### config.mk
export PLATFORM = sky130hd
export DESIGN_NAME = buck_startup_mode_sequencer
export DESIGN_NICKNAME = d
export VERILOG_FILES = /design/src/include/buck_seq_pkg.sv /design/src/verilog/period_counter.sv /design/src/verilog/buck_startup_mode_sequencer.sv
export SDC_FILE = /design/constraint.sdc
export NUM_CORES = 1
export LEC_CHECK = 0
export BUFFER_PORTS_ARGS = -buffer_cell sky130_fd_sc_hd__buf_2
export CAP_MARGIN = 20
export CORE_AREA = 2 2 61 63
export DETAILED_ROUTE_END_ITERATION = 12
export DIE_AREA = 0 0 63 65
export PLACE_DENSITY = 0.85
export SLEW_MARGIN = 20
export SYNTH_ARGS = -nofsm -noshare
export SYNTH_HDL_FRONTEND = slang
export SYNTH_SLANG_ARGS = --single-unit
### constraint.sdc
create_clock -name CLK_I -period 5.45 [get_ports CLK_I]
set_input_delay 1.635 -clock CLK_I [delete_from_list [all_inputs] [get_ports CLK_I]]
set_output_delay 1.635 -clock CLK_I [all_outputs]
set_load 0.02 [all_outputs]
### src/include/buck_seq_pkg.sv
// Operation
// - Mode pin at ground runs forced-PWM, one switching cycle every period tick.
// - Forced-PWM switching starts only after a short settling time following enable rise.
// - First switching action in either mode turns the low-side switch on.
// - Low-side switch stays on through period end and turns off only on sink-current threshold.
// - After early low-side off, high-side stays on until current level or period end.
// - Sink threshold rises in four steps, reaching full limit after 128 periods.
// - Mode pin open or mid-supply selects monotonic startup into a prebiased output.
// - Monotonic mode holds both switches off until feedback crosses soft-start voltage.
// - Monotonic mode also ramps the sink threshold in four steps over 128 periods.
// - Monotonic mode becomes forced-PWM 4096 periods after feedback first passes 92.5%.
// - Enable low shuts down with both switches off; enable high restarts startup.
package buck_seq_pkg;

	localparam int CLK_PERIOD_NS = 40;
	localparam int SETTLE_TIME_NS = 2000;
	localparam int SETTLE_CYCLES = (SETTLE_TIME_NS + CLK_PERIOD_NS - 1) / CLK_PERIOD_NS;
	localparam int SETTLE_W = 8;
	localparam logic [SETTLE_W-1:0] SETTLE_LAST = SETTLE_W'(SETTLE_CYCLES - 1);

	localparam int RAMP_PERIODS_DEF = 128;
	localparam int HANDOVER_PERIODS_DEF = 4096;
	localparam int SINK_STEPS = 4;
	localparam int STEP_W = 3;
	localparam logic [STEP_W-1:0] SINK_STEP_FIRST = 3'h0;
	localparam logic [STEP_W-1:0] SINK_STEP_FULL = 3'h4;

	// three-level strap as seen by the pin comparator
	localparam logic [1:0] MODE_STRAP_GND = 2'h0;
	localparam logic [1:0] MODE_STRAP_MID = 2'h1;
	localparam logic [1:0] MODE_STRAP_VDD = 2'h2;

	typedef enum logic [1:0] {
		ST_OFF = 2'b00,
		ST_SETTLE = 2'b01,
		ST_WAIT_FB = 2'b10,
		ST_RUN = 2'b11
	} seq_state_t;

	typedef struct packed {
		logic fb_above_ss;
		logic fb_above_good;
		logic ls_sink_hit;
		logic hs_cur_hit;
	} compare_t;

	typedef struct packed {
		logic ls_on;
		logic hs_on;
	} switch_t;

endpackage : buck_seq_pkg

### src/verilog/period_counter.sv
`timescale 1ns/100ps
// saturating count of switching periods
module period_counter #(
	parameter int LIMIT = 128,
	parameter int W = 8
) (
	input wire logic clk_i,
	input wire logic srst_i,
	input wire logic clear_i,
	input wire logic tick_i,
	output logic [W-1:0] count_o,
	output logic done_o
);

	localparam logic [W-1:0] LIMIT_V = W'(LIMIT);

	generate
		if (LIMIT < 1 || LIMIT >= (1 << W)) begin : g_bad
			$error("period_counter: LIMIT does not fit W");
		end
	endgenerate

	always_ff @(posedge clk_i) begin
		if (srst_i || clear_i) begin
			count_o <= '0;
		end else if (tick_i && count_o != LIMIT_V) begin
			count_o <= count_o + W'(1);
		end
	end

	assign done_o = (count_o == LIMIT_V);

endmodule : period_counter

### src/verilog/buck_startup_mode_sequencer.sv
`timescale 1ns/100ps
module buck_startup_mode_sequencer
	import buck_seq_pkg::*;
#(
	parameter int RAMP_PERIODS = RAMP_PERIODS_DEF,
	parameter int HANDOVER_PERIODS = HANDOVER_PERIODS_DEF
) (
	input wire logic CLK_I,
	input wire logic SRST_I,
	input wire logic EN_I,
	input wire logic [1:0] MODE_I,
	input wire logic PERIOD_TICK_I,
	input wire compare_t COMPARE_I,
	output logic LS_ON_O,
	output logic HS_ON_O,
	output logic [STEP_W-1:0] SINK_STEP_O,
	output logic MODE_PWM_O,
	output logic SWITCHING_O
);

	localparam int RAMP_W = $clog2(RAMP_PERIODS + 1);
	localparam int HO_W = $clog2(HANDOVER_PERIODS + 1);
	localparam int STEP_LEN = RAMP_PERIODS / SINK_STEPS;

	generate
		if (RAMP_PERIODS < SINK_STEPS || (RAMP_PERIODS % SINK_STEPS) != 0) begin : g_bad_ramp
			$error("RAMP_PERIODS must be a nonzero multiple of the step count");
		end
		if (HANDOVER_PERIODS < 1) begin : g_bad_ho
			$error("HANDOVER_PERIODS must be at least one");
		end
	endgenerate

	function automatic logic [STEP_W-1:0] step_of(input logic [RAMP_W-1:0] n, input logic full);
		logic [RAMP_W-1:0] q;
		q = RAMP_W'(n / RAMP_W'(STEP_LEN));
		step_of = full ? SINK_STEP_FULL : STEP_W'(q);
	endfunction : step_of

	seq_state_t state_r;
	logic [SETTLE_W-1:0] settle_r;
	logic mode_forced_r;
	logic started_r;
	logic armed_r;
	switch_t sw_r;
	logic [RAMP_W-1:0] ramp_cnt;
	logic ramp_done;
	logic ho_done;
	logic run_tick;

	assign run_tick = EN_I && state_r == ST_RUN && PERIOD_TICK_I;

	////////////////////////////////////////////////////////////////////////////////
	// startup sequence

	always_ff @(posedge CLK_I) begin
		if (SRST_I || !EN_I) begin
			state_r <= ST_OFF;
		end else begin
			case (state_r)
				ST_OFF: state_r <= ST_SETTLE;
				ST_SETTLE: begin
					if (settle_r == SETTLE_LAST) begin
						state_r <= mode_forced_r ? ST_RUN : ST_WAIT_FB;
					end
				end
				ST_WAIT_FB: begin
					if (COMPARE_I.fb_above_ss) begin
						state_r <= ST_RUN;
					end
				end
				ST_RUN: state_r <= ST_RUN;
				default: state_r <= ST_OFF;
			endcase
		end
	end

	always_ff @(posedge CLK_I) begin
		if (SRST_I || state_r != ST_SETTLE) begin
			settle_r <= '0;
		end else if (settle_r != SETTLE_LAST) begin
			settle_r <= settle_r + SETTLE_W'(1);
		end
	end

	// strap caught while shut down, held for the whole run
	always_ff @(posedge CLK_I) begin
		if (SRST_I) begin
			mode_forced_r <= 1'b0;
		end else if (state_r == ST_OFF) begin
			mode_forced_r <= (MODE_I == MODE_STRAP_GND);
		end
	end

	////////////////////////////////////////////////////////////////////////////////
	// per-period switch control

	always_ff @(posedge CLK_I) begin
		if (SRST_I || !EN_I || state_r != ST_RUN) begin
			sw_r <= '0;
		end else if (PERIOD_TICK_I) begin
			sw_r <= '{ls_on: 1'b1, hs_on: 1'b0};
		end else if (sw_r.ls_on && COMPARE_I.ls_sink_hit) begin
			sw_r <= '{ls_on: 1'b0, hs_on: 1'b1};
		end else if (sw_r.hs_on && COMPARE_I.hs_cur_hit) begin
			sw_r.hs_on <= 1'b0;
		end
	end

	always_ff @(posedge CLK_I) begin
		if (SRST_I || !EN_I || state_r != ST_RUN) begin
			started_r <= 1'b0;
		end else if (PERIOD_TICK_I) begin
			started_r <= 1'b1;
		end
	end

	assign LS_ON_O = sw_r.ls_on;
	assign HS_ON_O = sw_r.hs_on;
	assign SWITCHING_O = started_r;

	////////////////////////////////////////////////////////////////////////////////
	// sink threshold ramp, counted in switching periods

	period_counter #(
		.LIMIT(RAMP_PERIODS),
		.W(RAMP_W)
	) u_ramp (
		.clk_i(CLK_I),
		.srst_i(SRST_I),
		.clear_i(!started_r && !run_tick),
		.tick_i(started_r && run_tick),
		.count_o(ramp_cnt),
		.done_o(ramp_done)
	);

	always_ff @(posedge CLK_I) begin
		if (SRST_I || !started_r) begin
			SINK_STEP_O <= SINK_STEP_FIRST;
		end else begin
			SINK_STEP_O <= step_of(ramp_cnt, ramp_done);
		end
	end

	////////////////////////////////////////////////////////////////////////////////
	// monotonic to forced-PWM hand-over

	always_ff @(posedge CLK_I) begin
		if (SRST_I || !EN_I || state_r != ST_RUN) begin
			armed_r <= 1'b0;
		end else if (COMPARE_I.fb_above_good) begin
			armed_r <= 1'b1;
		end
	end

	period_counter #(
		.LIMIT(HANDOVER_PERIODS),
		.W(HO_W)
	) u_handover (
		.clk_i(CLK_I),
		.srst_i(SRST_I),
		.clear_i(!armed_r),
		.tick_i(run_tick),
		.count_o(),
		.done_o(ho_done)
	);

	always_ff @(posedge CLK_I) begin
		if (SRST_I || state_r == ST_OFF) begin
			MODE_PWM_O <= 1'b0;
		end else if (state_r == ST_SETTLE) begin
			MODE_PWM_O <= mode_forced_r;
		end else if (ho_done && armed_r) begin
			MODE_PWM_O <= 1'b1;
		end
	end
endmodule : buck_startup_mode_sequencer

# Word-level counts from Yosys, hierarchy flattened
# Cells that the tools add are included.
op_classes:
  div_mod_pow: 0
  shift: 0
  n_bitwise: 0
  n_addsub: 3
  order_cmp: 0
  n_mux: 11
  eq_ne: 13
  reduce_logical: 28
  multipliers: 0
op_table:
  columns: ["cell", "n"]
  rows:
  - ["8-bit by 1-bit adder with 8-bit output, second input constant", 2]
  - ["13-bit by 1-bit adder with 13-bit output, second input constant", 1]
  - ["13-bit equality test, second input constant", 1]
  - ["13-bit inequality test, second input constant", 1]
  - ["1-bit logical AND", 9]
  - ["8-bit by 6-bit equality test with 1-bit output, second input constant", 1]
  - ["8-bit equality test, second input constant", 1]
  - ["8-bit by 6-bit inequality test with 1-bit output, second input constant", 1]
  - ["8-bit inequality test, second input constant", 1]
  - ["2-bit case mux with 4 select lines", 1]
  - ["1-bit logical OR", 7]
  - ["1-bit two-way mux", 6]
  - ["2-bit two-way mux", 3]
  - ["2-bit inequality test, second input constant", 3]
  - ["2-bit nonzero test", 3]
  - ["2-bit equality test, second input constant", 2]
  - ["1-bit zero test", 4]
  - ["2-bit zero test", 2]
  - ["2-bit OR reduction", 2]
  - ["3-bit two-way mux", 1]
  - ["2-bit by 1-bit equality test with 1-bit output, second input constant", 1]
  - ["2-bit by 1-bit inequality test with 1-bit output, second input constant", 1]
  - ["2-bit AND reduction", 1]
word_totals:
  output_inout_bits: 7
  mem_bits_rw: 0
  latch_bits: 0
  romBits: 0
  n_memories: 0
  word_cells: 67
  regBits: 40

# Depth between registers and ports, before layout
# Gate-level depths: netlist (run 1).
depth:
  ltp_word: 6
  depth_mapped: 6
  ltp_nobuf: 6

# By module
# From an unflattened synthesis (run 1), not the netlist that was laid out.
hier_totals:
  hier_cells: 229
  hier_area_um2: 1986.9
modules_own_cells:
  columns: ["mod", "instances", "cells_each", "seq_area_each_um2", "area_per_inst_um2"]
  rows:
  - ["buck_startup_mode_sequencer", 1, 89, 380.4, 810.8]
  - ["period_counter (u_handover)", 1, 91, 260.2, 764.5]
  - ["period_counter (u_ramp)", 1, 49, 160.2, 411.6]

# Worst setup path before layout (run 1)
# No wires, ideal clock.
synth_timing:
  path_type: "input to register"
  startpoint: "input port EN_I"
  endpoint: "register u_handover.count_o[12]"
  path_stages: 4
  setup_slack_ns: 2.612
  setup_time_ns: 0.070
  arrival_ns: 2.768
  required_ns: 5.380
  cell_sequence: "nand4_4 -> or3_4 -> or4_1 -> a21oi_1"
synth_via:
  elab_chain_len: 3
synth_rtl:
  columns: ["item", "line", "text"]
  rows:
  - ["start: declaration", "buck_startup_mode_sequencer.sv:10", "input wire logic EN_I,"]
  - ["1-bit logical AND (2 in series)", "buck_startup_mode_sequencer.sv:51", "assign run_tick = EN_I && state_r == ST_RUN && PERIOD_TICK_I;"]
  - ["1-bit logical AND", "period_counter.sv:26", "end else if (tick_i && count_o != LIMIT_V) begin"]
  - ["end signal: assignment", "period_counter.sv:27", "count_o <= count_o + W'(1);"]
  - ["end: declaration", "period_counter.sv:11", "output logic [W-1:0] count_o,"]
# Every way passes these cells.
# A chain may end at the register's enable or synchronous reset.

# Worst setup path in the final report (run 1)
layout_timing:
  startpoint: "input port PERIOD_TICK_I"
  endpoint: "register u_handover.count_o[12]"
layout_via:
  elab_chain_len: 2
layout_rtl:
  columns: ["item", "line", "text"]
  rows:
  - ["start: declaration", "buck_startup_mode_sequencer.sv:12", "input wire logic PERIOD_TICK_I,"]
  - ["1-bit logical AND", "buck_startup_mode_sequencer.sv:51", null]
  - ["1-bit logical AND", "period_counter.sv:26", null]
# Every way passes these cells.

==> out/results.txt, run 1 <==
vias in the first global route = 1357
status = finished clean
Tot GR Track Use = 18.1%
Hold Buf Count CTS = 0
Setup-failing EPs final = 0
First-pass DRT Iterations = 4
Num CTS Buffers = 5
Adder-Cell Fraction of Synth Area = 4.10%
synthesized area per cell = 9.07 sq um
Syn Nets = 218
first-pass GRT wire length = 5730 um
total wire length = 3230 um
DRT iter0 DRCs = 74
Reg2Reg Depth = 4
cell taking the most area after synthesis = dfxtp_1
setup TNS = 0 ps
Hold Slack = 503 ps
Worst Min Path Start = armed_r
Tmin final = 2720 ps
worst hold path cell count = 2
Arrival @ worst endpoint = 3010 ps
CP Capture Type = register
PortBufs = 16
final hold violation count = 0
pin count of the biggest net entering global routing = 14
DR vias/cell = 5.42
Peak VDD IR = 160 uV
Final nets = 236
Req. time, crit path = 5740 ps
Pwr Density = 232 nW/um^2
Clock Path Buffers = 2
Final ANT Viol Nets = 0
CP Max Fanout = 9
die span in y = 65 um
# diodes = 0
Final Max Slew Viols = 0
unrepaired setup endpoints after global routing = false
Worst R2R Start = state_r[0]
Routed wire per std cell = 12.0 um
GR Overflow Total = 0
fmax = 0.368 GHz
ys flop type = dfxtp_1
gpl congestion = 0.823
Area contributors post-synth = dfxtp_1 (44%), xnor2_1 (6.2%), nor2_1 (6.1%)
share of layout cells above drive strength 1 = 13.1%
die area = 4100 sq um
CTS tree = built
Via Count = 1457
post-synthesis cell type count = 44
multi-input gate area in the final layout = 942 sq um
CP Class = input port to register
main combinational cell family by area after synthesis = simple AND/OR/NAND/NOR gates
final worst path period share = 49.9%
Die X-Extent = 63 um
Hold Path Class = register to register
leakage power total = 0.686 nW
number of synthesized register bits = 40
cts repair resizes = 0
register area share after synthesis = 43.7%
initial antenna violation count = 0
Root Driver = clkbuf_4
Setup Buffers After CTS = 0
synth warn = 0
Worst-Skew Late Latency = 350 ps
Synth top area share = 43.7%
Starting Density = 52.4%
Post-Synth Simple-Gate Area = 27.6%
compound-cell area share of the yosys netlist = 8.46%
Worst Max-Slew Pin Slew = 546 ps
mux cell area share after synthesis = 1.64%
clk sinks = 40
post-synthesis xor/xnor area fraction = 9.56%
synthesized area = 1830 sq um
Post-synth EDFFs = 0
H-tree Lvls = 2
MaxCap Viol Count = 0
fillers = 328
Reg area = 801 sq um
Worst Hold End = armed_r
Final Skew = 4.34 ps
Area growth, synth to finish = 8.53%
drt drc = 0
core area = 3500 sq um
Core Rows = 22
R2R setup slack = 3570 ps
relative slew slack = 63.1%
nature of the critical path startpoint = input port
reg-to-reg endpoint = u_handover.count_o[12]
Async SR Flop Fraction = 0%
CTS clk-pin slew, worst paths = 110 ps
hpwl dp = 2390 um
Synth Instances = 202
I/O pin count = 17
==> worst max-delay path, cell delays in order <==
cell and delay, ps:
buf_2 140, nand4_4 170, or3_4 450, or4_1 470, a21oi_1 140
==> how the worst max path moves through the flow <==
| stage | from | end | slack, ps | cells after the start |
|---|---|---|---|---|
| finish | PERIOD_TICK_I | u_handover.count_o[12] | 2730 | 5 |
| global placement | PERIOD_TICK_I | u_handover.count_o[12] | 2390 | 5 |
| detailed placement | PERIOD_TICK_I | u_handover.count_o[12] | 2350 | 5 |
| global route | PERIOD_TICK_I | u_handover.count_o[12] | 2630 | 5 |
| CTS | PERIOD_TICK_I | u_handover.count_o[12] | 2750 | 5 |
| floorplan | EN_I | u_handover.count_o[12] | 2610 | 4 |
==> per-layer routing <==
layer	GRT usage [%]	up-vias	wire length, um
li1	-	738	-
met1	21.0	690	1450
met2	30.3	21	1600
met3	4.86	8	101
met4	10.3	0	76
met5	0	-	0
==> cell families (layout without fill, tap and decap cells) <==
family | Yosys count | after routing
and+or+nand+nor | 92 | 92
DFF | 40 | 40
xor gates and xnor gates | 20 | 20
muxes | 3 | 3
buffers and inverters | 17 | 36
adders and majority gates | 6 | 6
AOI/OAI and AO/OA | 24 | 24
==> registers in the layout, summed over array words and instances (netlist names) <==
name and count:
u_handover.count_o 13, settle_r 8, u_ramp.count_o 8, SINK_STEP_O 3, state_r 2, HS_ON_O 1
LS_ON_O 1, MODE_PWM_O 1, SWITCHING_O 1, armed_r 1, mode_forced_r 1
==> cells in the mapped netlist, drive strengths merged, types with 2 or more instances <==
cell	count
inv	12
and3	2
or4	2
dfxtp	40
nand2	11
nor2	30
buf	3
nor4	6
or3	7
mux2i	3
nor2b	3
xnor2	13
nor4b	3
o21ai	4
xor2	7
clkbuf	2
nand4	5
and2	4
a211oi	2
a21oi	8
ha	6
nand3	11
and4	3
==> layout by cell type, fill, tap and decap left out, drive strengths merged, types with 3 or more instances in the layout <==
master,count
dfxtp,40
nor2,30
buf,16
xnor2,13
inv,12
nand3,11
nand2,11
a21oi,8
xor2,7
or3,7
nor4,6
ha,6
clkbuf,6
nand4,5
o21ai,4
and2,4
nor2b,3
nor4b,3
mux2i,3
and4,3
==> power by group <==
part | switching [mW] | internal [mW]
Clock | 0.0957 | 0.0614
Combinational | 0.00496 | 0.00452
Sequential | 0.00185 | 0.293
Total | 0.102 | 0.359
==> stage by stage <==
stage          area [sq um]  std cells  total power [mW]  utilization [%]  setup slack, ps
4_1_cts                1990        269             0.465             56.9             2750
3_3_place_gp           1930        261             0.311             55.2             2390
3_5_place_dp           1930        261             0.311             55.2             2350
5_1_grt                1990        269             0.477             56.9             2630
6_report               1990        269             0.462             56.9             2730
2_1_floorplan          1830        202             0.306                -             2610
==> area by class of cell <==
type                       instances  share of cell area [%]
tap                               48                    3.02
timing repair buffer              16                    4.03
inverter                          12                    2.26
multi-input combinational        145                    47.4
sequential                        40                    40.3
clock buffer                       6                    2.58
clock inverter                     2                   0.503
Power figures use the tool's default switching activity.
==> run 2: changes to the inputs <==
ABC_AREA = 1   (was unset)
CORE_AREA = 2 2 66 68   (was 2 2 61 63)
DIE_AREA = 0 0 68 70   (was 0 0 63 65)
PLACE_DENSITY = 0.84   (was 0.85)
clock period = 2.6 ns   (was 5.45 ns; I/O delays follow)
==> run 2 against run 1 <==
Clock-buffer cell count grew 2. Die area up 16%. Routed wire length rose by 27%. Clock power rose to 2.6 times the previous value. Synthesized cell count grew 52%. Critical path type is now register to output pin.
==> out/results.txt, run 2 <==
status = finished clean
GR Overflow Total = 0
Starting Density = 52.0%
H-tree Lvls = 2
Synth top area share = 37.2%
CP Capture Type = output pin
final hold violation count = 0
register area share after synthesis = 37.2%
Final Max Slew Viols = 0
CP Class = register to output pin
Routed wire per std cell = 10.8 um
main combinational cell family by area after synthesis = simple AND/OR/NAND/NOR gates
synth warn = 0
I/O pin count = 17
MaxCap Viol Count = 0
synthesized area = 2150 sq um
CTS tree = built
unrepaired setup endpoints after global routing = false
synthesized area per cell = 7.01 sq um
Post-Synth Simple-Gate Area = 36.9%
global routing met1 resource utilization = 24.4%
Non-Filler Instances = 382
crit-path cells = buf_2
Hold Buf Count CTS = 0
CTS clk-pin slew, worst paths = 70 ps
DR vias/cell = 4.97
Area contributors post-synth = dfxtp_1 (37%), nand2_1 (14%), nor2_1 (7.3%)
mux cell area share after synthesis = 0%
top flop regs = u_handover.count_o (13), settle_r (8), u_ramp.count_o (8)
Die X-Extent = 68 um
clk sinks = 40
largest register by flop count = u_handover.count_o
core area = 4140 sq um
share of layout cells above drive strength 1 = 13.6%
drt drc = 0
post-synthesis cell type count = 31
Hold Slack = 463 ps
# diodes = 0
fin area = 2380 sq um
post-synthesis xor/xnor area fraction = 4.47%
grt met2 use = 32.5%
First-pass DRT Iterations = 4
Adder-Cell Fraction of Synth Area = 3.49%
Setup Buffers After CTS = 0
crit-path max cell delay = 450 ps
CP top delay family = flip-flops
Final nets = 345
DRT iter0 DRCs = 124
most used routing layer = met2
cts repair resizes = 0
hpwl dp = 3120 um
total power = 1.06 mW
relative slew slack = 73.7%
leakage power total = 0.901 nW
total wire length = 4110 um
Post-synth EDFFs = 0
top post-synthesis cells by count = nand2_1 (80), nor2_1 (42), dfxtp_1 (40), inv_1 (40), a21oi_1 (22)
met3 GRT Util = 4.51%
Area growth, synth to finish = 10.7%
Core Rows = 24
Num CTS Buffers = 5
final worst path period share = 66.5%
number of synthesized register bits = 40
dpl cell area = 2290 sq um
Clock Path Buffers = 2
nature of the critical path startpoint = register
Peak VDD IR = 405 uV
PortBufs = 16
commonest non-fill, non-tap cell in the layout = nand2_1
Final ANT Viol Nets = 0
die span in y = 70 um
fmax = 0.579 GHz
compound-cell area share of the yosys netlist = 9.99%
die area = 4760 sq um
Setup-failing EPs final = 0
max reg flops = 13
dpl cells = 374
Hold Path Class = register to register
Tmin final = 1730 ps
Syn Nets = 323
slowest cell on the critical path = dfxtp_1
Via Count = 1897
Async SR Flop Fraction = 0%
Synth Instances = 307
CP Max Fanout = 5
setup TNS = 0 ps
ys flop type = dfxtp_1
Pwr Density = 443 nW/um^2
Final Skew = 3.17 ps
cell taking the most area after synthesis = dfxtp_1
Tot GR Track Use = 19.8%
vias in the first global route = 1732
gpl congestion = 0.796
pin count of the biggest net entering global routing = 12
most frequent cells in the layout = nand2_1 (80), nor2_1 (42), dfxtp_1 (40), inv_1 (40), a21oi_1 (22)
Buf+Inv Stages, Crit Path = 1
Worst-Skew Late Latency = 290 ps
Req. time, crit path = 1820 ps
first-pass GRT wire length = 7290 um
Root Driver = clkbuf_8
most common cell in the synthesized netlist = nand2_1
initial antenna violation count = 0
Worst Max-Slew Pin Slew = 393 ps
Arrival @ worst endpoint = 950 ps
## run 2: changes by cell type in the layout (fill, tap and decap cells not counted), sizes merged, moves of 5 or more
cell and delta:
nand2 +76, o21ai +6, or3 -7, nand4 +5
nor4 -6, inv +30, nand3 +5, xnor2 -11
a21oi +15, nor2 +20
## run 2: final cells by class
class                   instances  area [sq um]
clock buffers                   8          90.1
multi-input cells             223          1180
inverters                      43           166
flip-flops and latches         40           801
well taps                      52          65.1
fillers                       373          1760
repair buffers                 16          80.1
## run 2: worst paths after layout
check	from	to	slack [ps]	cells after the start
max	SWITCHING_O	SWITCHING_O	870	1
max reg2reg	u_handover.count_o[0]	u_handover.count_o[10]	1020	9
min reg2reg	mode_forced_r	mode_forced_r	460	2
min	mode_forced_r	mode_forced_r	460	2
## run 2: where the power goes
part / total [mW] / internal, mW / switching (mW)
Combinational: 0.0265 / 0.0102 / 0.0163
Clock: 0.412 / 0.216 / 0.196
Sequential: 0.618 / 0.615 / 0.00305
## run 2: cell families (layout without fill, tap and decap cells)
kind of cell / after synthesis / in the layout
XOR/XNOR: 11 / 11
flip-flops: 40 / 40
adder cells (fa/ha/maj): 6 / 6
AND/OR/NAND/NOR: 170 / 170
AO/OA/AOI/OAI: 36 / 36
buffers and inverters: 44 / 67
## run 2: routing by layer
layer  wire length (um)  vias to the layer above
met2               2050                       29
li1                   -                     1011
met3                127                        7
met1               1850                      850
met5                  0                        -
met4                 82                        0
## run 2: per-stage QoR
step                util (%)  worst slack (ps)
floorplan                  -              1120
global placement        55.3               897
detailed placement      55.3               803
CTS                     57.5               850
global route            57.5               732
finish                  57.5               872
